## src/bptc_pkg.sv

```systemverilog
package bptc_pkg;
	// Bus and datapath widths
	localparam int unsigned ADDR_W = 8;
	localparam int unsigned DATA_W = 32;
	localparam int unsigned CNT_W = 16;
	localparam int unsigned PRE_W = 6;
	localparam int unsigned PS_W = 3;
	localparam int unsigned NCH = 2;

	// Register byte addresses, one aligned word each
	localparam logic [ADDR_W-1:0] ADDR_TSC = 8'h00;
	localparam logic [ADDR_W-1:0] ADDR_CNT = 8'h04;
	localparam logic [ADDR_W-1:0] ADDR_MOD = 8'h08;
	localparam logic [NCH-1:0][ADDR_W-1:0] ADDR_CSC = {8'h14, 8'h0C};
	localparam logic [NCH-1:0][ADDR_W-1:0] ADDR_CMP = {8'h18, 8'h10};

	// Field positions in timer_status_control
	localparam int unsigned TSC_OVF_BIT = 7;
	localparam int unsigned TSC_IE_BIT = 6;
	localparam int unsigned TSC_HALT_BIT = 5;
	localparam int unsigned TSC_CLR_BIT = 4;
	localparam int unsigned TSC_PS_LSB = 0;

	// Field positions in the channel status/control words
	localparam int unsigned CSC_FLAG_BIT = 7;
	localparam int unsigned CSC_IE_BIT = 6;
	localparam int unsigned CSC_LINK_BIT = 5;
	localparam int unsigned CSC_MSA_BIT = 4;
	localparam int unsigned CSC_ELSB_BIT = 3;
	localparam int unsigned CSC_ELSA_BIT = 2;
	localparam int unsigned CSC_TOV_BIT = 1;
	localparam int unsigned CSC_MAX_BIT = 0;

	// Codes and reset values
	localparam logic [PS_W-1:0] PS_EXT = 3'h7;
	localparam logic [1:0] ELS_OFF = 2'h0;
	localparam logic [1:0] ELS_TOGGLE = 2'h1;
	localparam logic [1:0] ELS_CLEAR = 2'h2;
	localparam logic [1:0] ELS_SET = 2'h3;
	localparam logic [CNT_W-1:0] CNT_RESET = 16'h0000;
	localparam logic [CNT_W-1:0] CNT_STEP = 16'h0001;
	localparam logic [CNT_W-1:0] MOD_RESET = 16'hFFFF;
	localparam logic [PRE_W-1:0] PRE_STEP = 6'h01;
	localparam logic [PRE_W:0] MASK_ONE = 7'h01;

	// Which compare word drives the linked pair
	typedef enum logic [0:0] {
		BPTC_SEL_CH0 = 1'b0,
		BPTC_SEL_CH1 = 1'b1
	} bptc_sel_t;

	// Complete state of the timer
	typedef struct packed {
		logic [PRE_W-1:0] presc;
		logic [CNT_W-1:0] cnt;
		logic [CNT_W-1:0] modulo;
		logic ovf_flag;
		logic ovf_arm;
		logic ovf_ie;
		logic halt;
		logic [PS_W-1:0] ps;
		logic ext_prev;
		logic link;
		logic [NCH-1:0] ch_flag;
		logic [NCH-1:0] ch_arm;
		logic [NCH-1:0] ch_ie;
		logic [NCH-1:0] ch_msa;
		logic [NCH-1:0] ch_elsb;
		logic [NCH-1:0] ch_elsa;
		logic [NCH-1:0] ch_tov;
		logic [NCH-1:0] ch_max;
		logic [NCH-1:0] pin_q;
		logic [NCH-1:0] pin_prev;
		logic [NCH-1:0][CNT_W-1:0] cmp;
		bptc_sel_t buf_active;
		bptc_sel_t buf_pending;
		logic [DATA_W-1:0] rdata;
	} bptc_state_t;
endpackage : bptc_pkg

```

## src/bptc_timer.sv

```systemverilog
// Chosen here: the APB register port and the register addresses.
`timescale 1ns/1ps
module bptc_timer (
	// Clock and reset
	input wire logic mclk,
	input wire logic reset,
	// APB slave
	input wire logic psel,
	input wire logic penable,
	input wire logic pwrite,
	input wire logic [bptc_pkg::ADDR_W-1:0] paddr,
	input wire logic [bptc_pkg::DATA_W-1:0] pwdata,
	output logic [bptc_pkg::DATA_W-1:0] prdata,
	output logic pready,
	output logic pslverr,
	// System state
	input wire logic wait_mode,
	input wire logic stop_mode,
	input wire logic break_active,
	input wire logic break_clear_enable,
	// External clock pin
	input wire logic ext_clock_pin,
	output logic ext_clock_force_input,
	// Channel pins
	input wire logic chan0_pin_in,
	output logic chan0_pin_out,
	output logic chan0_pin_oe,
	input wire logic chan1_pin_in,
	output logic chan1_pin_out,
	output logic chan1_pin_oe,
	// Interrupt requests
	output logic overflow_irq,
	output logic chan0_irq,
	output logic chan1_irq,
	output logic irq_request,
	output logic wake_request
);
	import bptc_pkg::*;

	bptc_state_t s_q;
	bptc_state_t s_d;
	logic acc, setup, err, map_hit, wr_acc, rd_acc, hit_tsc, hit_cnt, hit_mod;
	logic clr_ok, run, int_tick, ext_edge, tick, ovf_evt, trst_wr;
	logic [PRE_W:0] mask7;
	logic [NCH-1:0] pin_in, ch_live, oc_mode, cap_mode, cap_edge, match, ch_evt, ch_irq;
	logic [NCH-1:0] hit_csc, hit_cmp, pin_oe;
	logic [NCH-1:0][1:0] els;
	logic [NCH-1:0][CNT_W-1:0] cmp_val;

	// Bus decode; wait mode refuses every access
	assign acc = psel & penable;
	assign setup = psel & ~penable;
	assign hit_tsc = (paddr == ADDR_TSC);
	assign hit_cnt = (paddr == ADDR_CNT);
	assign hit_mod = (paddr == ADDR_MOD);
	assign map_hit = hit_tsc | hit_cnt | hit_mod | (|hit_csc) | (|hit_cmp);
	assign err = ~map_hit | wait_mode;
	assign wr_acc = acc & pwrite & ~err;
	assign rd_acc = acc & ~pwrite & ~err;
	assign trst_wr = wr_acc & hit_tsc & pwdata[TSC_CLR_BIT];
	assign pready = 1'b1;
	assign pslverr = acc & err;
	assign prdata = s_q.rdata;

	// Clock selection; stop, break and halt all freeze the timebase
	assign clr_ok = ~break_active | break_clear_enable;
	assign run = ~s_q.halt & ~break_active & ~stop_mode;
	assign mask7 = (MASK_ONE << s_q.ps) - MASK_ONE;
	assign int_tick = ((s_q.presc & mask7[PRE_W-1:0]) == mask7[PRE_W-1:0]);
	assign ext_edge = ext_clock_pin & ~s_q.ext_prev;
	assign tick = run & ((s_q.ps == PS_EXT) ? ext_edge : int_tick);
	assign ovf_evt = tick & (s_q.cnt == s_q.modulo);
	assign ext_clock_force_input = (s_q.ps == PS_EXT);

	assign pin_in = {chan1_pin_in, chan0_pin_in};

	// Per-channel mode decode, compare match and capture edge
	for (genvar i = 0; i < NCH; i++) begin : g_ch
		assign hit_csc[i] = (paddr == ADDR_CSC[i]);
		assign hit_cmp[i] = (paddr == ADDR_CMP[i]);
		assign els[i] = {s_q.ch_elsb[i], s_q.ch_elsa[i]};
		assign ch_live[i] = (i == 0) ? 1'b1 : ~s_q.link;
		// Link bit wins over mode select A on channel 0
		assign oc_mode[i] = ch_live[i] & (els[i] != ELS_OFF)
			& (s_q.ch_msa[i] | ((i == 0) & s_q.link));
		assign cap_mode[i] = ch_live[i] & (els[i] != ELS_OFF) & ~oc_mode[i];
		// Captures are blocked by break and by stop
		assign cap_edge[i] = cap_mode[i] & ~break_active & ~stop_mode
			& ((s_q.ch_elsa[i] & pin_in[i] & ~s_q.pin_prev[i])
			| (s_q.ch_elsb[i] & ~pin_in[i] & s_q.pin_prev[i]));
		assign cmp_val[i] = ((i == 0) && s_q.link && (s_q.buf_active == BPTC_SEL_CH1))
			? s_q.cmp[1] : s_q.cmp[i];
		assign match[i] = tick & (s_q.cnt == cmp_val[i]);
		assign ch_evt[i] = (oc_mode[i] & match[i]) | cap_edge[i];
		assign ch_irq[i] = ch_live[i] & s_q.ch_flag[i] & s_q.ch_ie[i];
		assign pin_oe[i] = oc_mode[i];
	end

	// Pins and interrupt requests
	assign chan0_pin_out = s_q.pin_q[0];
	assign chan1_pin_out = s_q.pin_q[1];
	assign chan0_pin_oe = pin_oe[0];
	assign chan1_pin_oe = pin_oe[1];
	assign overflow_irq = s_q.ovf_flag & s_q.ovf_ie;
	assign chan0_irq = ch_irq[0];
	assign chan1_irq = ch_irq[1];
	assign irq_request = overflow_irq | chan0_irq | chan1_irq;
	assign wake_request = wait_mode & irq_request;

	// Next state: bus writes first, then flag clears, then hardware events win; the counter clear still wins over the tick
	always_comb begin
		logic [DATA_W-1:0] rw;
		rw = '0;
		s_d = s_q;
		s_d.ext_prev = ext_clock_pin;
		s_d.pin_prev = pin_in;
		if (run) begin
			s_d.presc = s_q.presc + PRE_STEP;
		end
		if (tick) begin
			s_d.cnt = ovf_evt ? CNT_RESET : s_q.cnt + CNT_STEP;
		end
		// Register writes
		if (wr_acc && hit_tsc) begin
			s_d.ovf_ie = pwdata[TSC_IE_BIT];
			s_d.halt = pwdata[TSC_HALT_BIT];
			s_d.ps = pwdata[TSC_PS_LSB +: PS_W];
		end
		if (wr_acc && hit_mod) begin
			s_d.modulo = pwdata[CNT_W-1:0];
		end
		for (int i = 0; i < NCH; i++) begin
			if (wr_acc && hit_csc[i] && ch_live[i]) begin
				s_d.ch_ie[i] = pwdata[CSC_IE_BIT];
				s_d.ch_msa[i] = pwdata[CSC_MSA_BIT];
				s_d.ch_elsb[i] = pwdata[CSC_ELSB_BIT];
				s_d.ch_elsa[i] = pwdata[CSC_ELSA_BIT];
				s_d.ch_tov[i] = pwdata[CSC_TOV_BIT];
				s_d.ch_max[i] = pwdata[CSC_MAX_BIT];
				if (i == 0) begin
					s_d.link = pwdata[CSC_LINK_BIT];
				end
			end
			// Compare words stay writable while linked; they are the buffer
			if (wr_acc && hit_cmp[i]) begin
				s_d.cmp[i] = pwdata[CNT_W-1:0];
				s_d.buf_pending = (i == 0) ? BPTC_SEL_CH0 : BPTC_SEL_CH1;
			end
		end
		// Two-step overflow clear; a read during a protected break does not arm
		if (rd_acc && hit_tsc && s_q.rdata[TSC_OVF_BIT] && clr_ok) begin
			s_d.ovf_arm = 1'b1;
		end
		if (wr_acc && hit_tsc && !pwdata[TSC_OVF_BIT] && s_q.ovf_arm && clr_ok) begin
			s_d.ovf_flag = 1'b0;
			s_d.ovf_arm = 1'b0;
		end
		if (ovf_evt) begin
			s_d.ovf_flag = 1'b1;
			s_d.ovf_arm = 1'b0;
		end
		// Linked pair takes the last written word at the period start
		if (ovf_evt && s_q.link) begin
			s_d.buf_active = s_d.buf_pending;
		end
		if (!s_d.link) begin
			s_d.buf_active = BPTC_SEL_CH0;
			s_d.buf_pending = BPTC_SEL_CH0;
		end
		for (int i = 0; i < NCH; i++) begin
			// Channel flag clear, same two-step shape as overflow
			if (rd_acc && hit_csc[i] && ch_live[i] && s_q.rdata[CSC_FLAG_BIT] && clr_ok) begin
				s_d.ch_arm[i] = 1'b1;
			end
			if (wr_acc && hit_csc[i] && ch_live[i] && !pwdata[CSC_FLAG_BIT]
				&& s_q.ch_arm[i] && clr_ok) begin
				s_d.ch_flag[i] = 1'b0;
				s_d.ch_arm[i] = 1'b0;
			end
			if (ch_evt[i]) begin
				s_d.ch_flag[i] = 1'b1;
				s_d.ch_arm[i] = 1'b0;
			end
			if (cap_edge[i]) begin
				s_d.cmp[i] = s_q.cnt;
			end
			// Output level: preset when unconnected, else compare then overflow
			if (ch_live[i] && els[i] == ELS_OFF) begin
				s_d.pin_q[i] = ~s_q.ch_msa[i];
			end else if (oc_mode[i]) begin
				if (match[i]) begin
					case (els[i])
						ELS_TOGGLE: s_d.pin_q[i] = ~s_q.pin_q[i];
						ELS_CLEAR: s_d.pin_q[i] = 1'b0;
						ELS_SET: s_d.pin_q[i] = 1'b1;
						default: s_d.pin_q[i] = s_q.pin_q[i];
					endcase
				end
				if (ovf_evt && s_q.ch_tov[i]) begin
					s_d.pin_q[i] = ~s_d.pin_q[i];
				end
				// Pulse level is the opposite of the compare action
				if (s_q.ch_tov[i] && s_q.ch_max[i]) begin
					s_d.pin_q[i] = ~s_q.ch_elsa[i];
				end
			end
		end
		// Clearing wins over the tick; halt plus clear parks the count at zero
		if (trst_wr) begin
			s_d.cnt = CNT_RESET;
			s_d.presc = '0;
		end
		// Read word captured in the setup phase; clear bit always reads 0
		if (hit_tsc) begin
			rw[TSC_OVF_BIT] = s_q.ovf_flag;
			rw[TSC_IE_BIT] = s_q.ovf_ie;
			rw[TSC_HALT_BIT] = s_q.halt;
			rw[TSC_PS_LSB +: PS_W] = s_q.ps;
		end
		if (hit_cnt) begin
			rw[CNT_W-1:0] = s_q.cnt;
		end
		if (hit_mod) begin
			rw[CNT_W-1:0] = s_q.modulo;
		end
		for (int i = 0; i < NCH; i++) begin
			if (hit_csc[i] && ch_live[i]) begin
				rw[CSC_FLAG_BIT] = s_q.ch_flag[i];
				rw[CSC_IE_BIT] = s_q.ch_ie[i];
				rw[CSC_LINK_BIT] = (i == 0) ? s_q.link : 1'b0;
				rw[CSC_MSA_BIT] = s_q.ch_msa[i];
				rw[CSC_ELSB_BIT] = s_q.ch_elsb[i];
				rw[CSC_ELSA_BIT] = s_q.ch_elsa[i];
				rw[CSC_TOV_BIT] = s_q.ch_tov[i];
				rw[CSC_MAX_BIT] = s_q.ch_max[i];
			end
			if (hit_cmp[i]) begin
				rw[CNT_W-1:0] = s_q.cmp[i];
			end
		end
		if (setup) begin
			s_d.rdata = err ? '0 : rw;
		end
	end

	// State register; reset halts the counter with the modulo at all ones
	always_ff @(posedge mclk) begin
		if (reset) begin
			s_q <= '0;
			s_q.halt <= 1'b1;
			s_q.modulo <= MOD_RESET;
		end else begin
			s_q <= s_d;
		end
	end
endmodule : bptc_timer

```

## config.mk

```make
export PLATFORM = sky130hd
export DESIGN_NAME = bptc_timer
export DESIGN_NICKNAME = d
export VERILOG_FILES = /design/src/bptc_pkg.sv /design/src/bptc_timer.sv
export SDC_FILE = /design/constraint.sdc
export NUM_CORES = 1
export LEC_CHECK = 0
export ABC_AREA = 1
export BUFFER_PORTS_ARGS = -buffer_cell sky130_fd_sc_hd__buf_2
export CAP_MARGIN = 0
export CORE_MARGIN = 4
export CORE_UTILIZATION = 43
export CTS_CLUSTER_DIAMETER = 150
export DETAILED_ROUTE_END_ITERATION = 6
export PLACE_DENSITY = 0.74
export SYNTH_ARGS = -nofsm -noshare
export SYNTH_HDL_FRONTEND = slang
export SYNTH_SLANG_ARGS = --single-unit
```

## constraint.sdc

```tcl
create_clock -name mclk -period 3.6 [get_ports mclk]
set_clock_uncertainty 0.2 [all_clocks]
set_input_delay 0.36 -clock mclk [delete_from_list [all_inputs] [get_ports mclk]]
set_output_delay 0.36 -clock mclk [all_outputs]
set_load 0.01 [all_outputs]
```

## Word-level counts from Yosys, hierarchy flattened

Index checks and enable logic that the tools add are counted.

- Bits in registers: 133
- Output and inout port bits: 44
- Logic and storage cells: 231

- $add $sub $neg: 3
- Eq/ne operators: 17
- Shift operators: 1
- Muxes and demuxes: 42
- Bitwise logic cells: 80
- Reductions and logical operators: 54

Operators with widths:

| kind | number |
|---|---|
| $mux W16 | 11 |
| $eq A16 B16 Y1 | 3 |
| $and A1 B1 Y1 | 42 |
| $logic_and A1 B1 Y1 | 34 |
| $eq A8 B5 Y1 const B | 3 |
| $not A1 Y1 | 24 |
| $mux W1 | 23 |
| $reduce_bool A2 Y1 | 9 |
| $add A16 B1 Y16 const B | 1 |
| $eq A8 B4 Y1 const B | 2 |
| $mux W8 | 2 |
| $or A1 B1 Y1 | 13 |
| $reduce_or A3 Y1 | 3 |
| $eq A2 B2 Y1 const B | 4 |
| $eq A8 B3 Y1 const B | 1 |
| $logic_not A8 Y1 | 1 |
| $reduce_or A2 Y1 | 4 |
| $add A6 B1 Y6 const B | 1 |
| $and A6 B6 Y6 | 1 |
| $eq A6 B6 Y1 | 1 |
| $mux W3 | 2 |
| $pmux W1 S3 | 2 |
| $shl A1 B3 Y6 const A | 1 |
| $sub A6 B1 Y6 const B | 1 |
| 5 further kinds | 8 |

## Depth between registers and ports, before layout

- Depth in word-level cells: 16
- Depth in mapped cells: 17
- Mapped depth without buffers: 16

## Worst setup path before layout

No wires, ideal clock.

- Kind: input port to flip-flop
- Start point: in paddr[4] in the netlist's numbering
- End point: reg s_q, in the netlist cmp_val[26]
- Setup time: 119 ps
- Arrival: 1,678 ps
- Required time: 3,281 ps
- Path slack: 1,602 ps
- Stages on the path: 14
- Buffers on the path: 1
- Cell sequence: inv_1 nor3_4 nand3_2 nand3_2 nand2_2 clkinv_2 nand2_2 nor2_4 nand2_2 nand2_2 inv_2 buf_6 o21ai_0 a21oi_1

- Cells in the longest elaborated chain, start to end: 11

Ends and longest elaborated chain:

| what | RTL line | RTL |
|---|---|---|
| start: declaration | bptc_timer.sv:11 | `input wire logic [bptc_pkg::ADDR_W-1:0] paddr,` |
| $eq A8 B3 Y1 / $logic_not A8 Y1 (equally long branches) | bptc_timer.sv:54, bptc_timer.sv:53 |  |
| $or A1 B1 Y1 (4 in series) | bptc_timer.sv:56 | `assign map_hit = hit_tsc \| hit_cnt \| hit_mod \| (\|hit_csc) \| (\|hit_cmp);` |
| $not A1 Y1 | bptc_timer.sv:57 | `assign err = ~map_hit \| wait_mode;` |
| $or A1 B1 Y1 | bptc_timer.sv:57 |  |
| $not A1 Y1 | bptc_timer.sv:58 | `assign wr_acc = acc & pwrite & ~err;` |
| $and A1 B1 Y1 | bptc_timer.sv:58 |  |
| $logic_and A1 B1 Y1 (*) | bptc_timer.sv:145 | `if (wr_acc && hit_cmp[i]) begin` |
| $reduce_bool A2 Y1 (no source line) (*) | - |  |
| end: declaration | bptc_timer.sv:40 | `bptc_state_t s_q;` |

Every way passes the cells marked *; elsewhere a longest branch is shown, timed or not.
A chain may end at the register's enable or synchronous reset.

## Worst setup path after layout

- Start point: reg s_q[116] in the netlist's numbering
- End point: reg s_q[124] in the netlist's numbering

- Cells in the longest elaborated chain, start to end: 3

Ends and longest elaborated chain:

| what | RTL line | RTL |
|---|---|---|
| parallel branches: the longest is 2 deep, another holds $add A16 B1 Y16 | - |  |
| $mux W16 (*) | bptc_timer.sv:121 | `s_d.cnt = ovf_evt ? CNT_RESET : s_q.cnt + CNT_STEP;` |

Mark *: on every way between the ends.

==> summary.md <==
| Metric | Value |
|---|---|
| 1st-iter DRT viols | `863` |
| Last weighted congestion value of the routability-driven placer | `0.960` |
| Area share of the leading cell type in the synthesized netlist | `0.334` |
| Path category of the worst min-delay check | `input pin to register` |
| Post-synthesis sequential element count | `117` |
| Worst EP required | `3.68 ns` |
| Global-route congestion overflow total | `0` |
| Crit path arrival time | `2.83 ns` |
| Total number of vias | `7294` |
| Cell Area, Synth | `7010 um2` |
| Final Cycle Share | `0.763` |
| Maximum achievable frequency | `364 MHz` |
| Number of non-filler instances in the completed layout | `1318` |
| Max-slew violation total from the final report | `0` |
| Endpoint type of the worst setup path | `register` |
| Number of cell rows | `46` |
| Most frequent cells in the layout | `nand2_1, dfxtp_1, nor2_1` |
| Die height | `136 um` |
| Most heavily used metal layer in global routing | `met2` |
| Routed WL per cell | `16.6 um` |
| Die X | `136 um` |
| Post-route minimum period | `2.75 ns` |
| FFs w/ async S/R, synth | `0` |
| Global-route met1 utilization | `0.312` |
| Unique masters post-synth | `45` |
| Ant diodes | `0` |
| Summed negative setup slack over all endpoints | `0 ns` |
| Power density over cell area | `402 nW/um2` |
| Share of layout cells above drive strength 1 | `0.123` |
| Initial antenna violation count | `1` |
| Largest area contributor in the netlist | `dfxtp_1` |
| Number of clock buffers inserted by TritonCTS | `17` |
| Cell chosen for the clock root | `clkbuf_16` |
| Startpoint types | `register` |
| Max-slew headroom at the worst pin | `0.509` |
| Count of input and output buffers | `62` |
| Number of instances in the placed design | `1283` |
| Wire length of the first global-routing pass | `34.1 mm` |
| Global-route usage over all layers | `0.240` |
| Critical path peak fanout | `10` |
| Nets@finish | `1143` |
| GR met2 Demand/Resource | `0.375` |
| Top_reg_cell synth | `dfxtp_1` |
| Count of TritonRoute iterations in the first routing pass | `7` |
| Half-perimeter wire length of the detailed placement result | `15.9 mm` |
| DRC | `0` |
| Number of maximum-capacitance violations | `0` |
| Commonest non-fill, non-tap cell in the layout | `nand2_1` |
| Run status | `finished, final reports clean` |
| Hold violation count in the final report | `0` |
| Via count of the first global-routing pass | `6570` |
| EDFF count, synth | `0` |
| Post-detailed-route via-to-cell ratio | `5.53` |
| Pin count of the biggest net entering global routing | `41` |
| Die ar. | `18400 um2` |
| Clock tree from TritonCTS | `yes` |
| Leakage | `3.43 nW` |
| Final setup fails | `0` |
| Most area-consuming cells after synthesis | `dfxtp_1, nand2_1, o21ai_0` |
| Critical path class | `register to register` |
| CTS clock-pin slew for the worst setup and hold paths | `0.06 ns` |
| Setup repair after global routing missed its margin | `false` |
| Chain of cells forming the critical path | `inv_1 > nand2_1 > nand4_1 > nor3_1 > nand2_1 > nor2_1 > nand2_2 > inv_2 > nor2_1 > o21ai_0 > nor2_1` |
| Placed Area | `7240 um2` |
| Top-level I/O count | `96` |
| Area of the core region | `15900 um2` |
| Number of cells upsized or downsized after cts | `0` |
| Worst path top cell family by delay | `simple AND/OR/NAND/NOR gates` |
| Relative area change from synthesis to final layout | `12.3%` |
| Number of nets with antenna violations after routing | `0` |
| Fraction of met3 tracks used by global routing | `0.0568` |
| Detailed Route WL | `21.9 mm` |
| Slowest-stage cell, CP | `dfxtp_1` |
| Post-Route Utilization | `0.494` |
| TritonCTS Sinks | `117` |
| Clock latency on the worst-skew pair | `0.43 ns` |
| Number of instances in the synthesized netlist | `1061` |
| Sequential share of the synthesized area | `0.334` |
| Crit-path most repeated cell | `nor2_1` |
| Avg Inst Size Synth | `6.61 um2` |
| Combined buffer and inverter count along the critical path | `2` |
| Yosys warning total | `0` |
| H-tree depth reported by CTS | `4` |
| Least-Margin Pin Slew | `0.734 ns` |
| Largest stage delay on the critical path | `0.65 ns` |
| Deepest clock path buffer count | `2` |
| Final cell area excluding filler cells | `7880 um2` |
| Worst IR Drop VDD | `337 uV` |
| Initial core utilization | `0.440` |
what timing repair did:
| item | in CTS | in global routing |
|---|---|---|
| endpoints found under the setup margin | 0 | 0 |
| hold buffers | 3 | 0 |
| endpoints found under the hold margin | 3 | 0 |
| buffers inserted | 0 | 0 |
worst reg2reg max path, delay by kind of cell (launching register included):
| family | cells | cell delay (ns) |
|---|---|---|
| compound gates | 1 | 0.23 |
| buf+inv | 2 | 0.53 |
| flops | 1 | 0.65 |
| simple gates | 8 | 1.01 |
synth_stat cells (7+ instances only):
cell       instances
buf_4             40
a21oi_1           72
buf_2             13
nand2_1          253
clkbuf_1          25
inv_1             98
xnor2_1           11
o21ai_0           87
nor3_1            17
dfxtp_1          117
a211oi_1          26
nand3_1           73
o211ai_1          22
o2111ai_1          9
inv_2              7
xor2_1            18
nand4_1           11
nor2_1           103
through the flow:
step | worst slack, ns | power, mW | hold slack (ns)
after floorplan | 1.60 | 1.41 | 0.237
after global placement | 0.906 | 1.45 | 0.249
after detailed placement | 0.877 | 1.45 | 0.253
after CTS | 0.956 | 3.17 | 0.00405
after global routing | 0.722 | 3.25 | 0.0231
final | 0.853 | 3.16 | 0.00925
routing by layer:
metal / vias to the layer above / share of wire
met5: - / 0.00050
met4: 2 / 0.040
met3: 65 / 0.094
met2: 327 / 0.45
met1: 3363 / 0.42
li1: 3537 / -
path summary, 6_finish.rpt:
check	slack, ns	start	depth (start not counted)	end
worst min register to register	0.26	prdata[6]	2	prdata[6]
worst max register to register	0.85	s_q[116]	11	s_q[124]
worst max-delay path	0.85	s_q[116]	11	s_q[124]
worst min-delay path	0.009	pwdata[10]	3	s_q[44]
where the power goes:
part           total [mW]  switching (mW)  internal (mW)
registers            1.30         0.00182           1.30
logic               0.129          0.0925         0.0367
clock network        1.73           0.607           1.13
total                3.16           0.702           2.46
cell type report:
type,instances,area [um2]
Clock inverter,7,92.6
Timing Repair Buffer,78,438
Multi-Input combinational cell,767,3810
Clock buffer,25,515
Sequential cell,117,2340
Tap cell,216,270
Inverter,108,407
Fill cell,1609,8070
sequential cells by signal, indices dropped and copies added, names as in the netlist:
register	count
chan0_pin_out	1
chan1_pin_out	1
cmp_val	16
els	4
prdata	16
s_q	79
cell families after synthesis:
family	after synthesis	share of synthesized area
and+or+nand+nor	484	0.297
AOI/OAI and AO/OA	235	0.197
buffers and inverters	192	0.130
DFF	117	0.334
xor gates and xnor gates	29	0.0362
adders and majority gates	2	0.00357
other	2	0.00107
No activity file was read; power rests on OpenSTA's default activity.
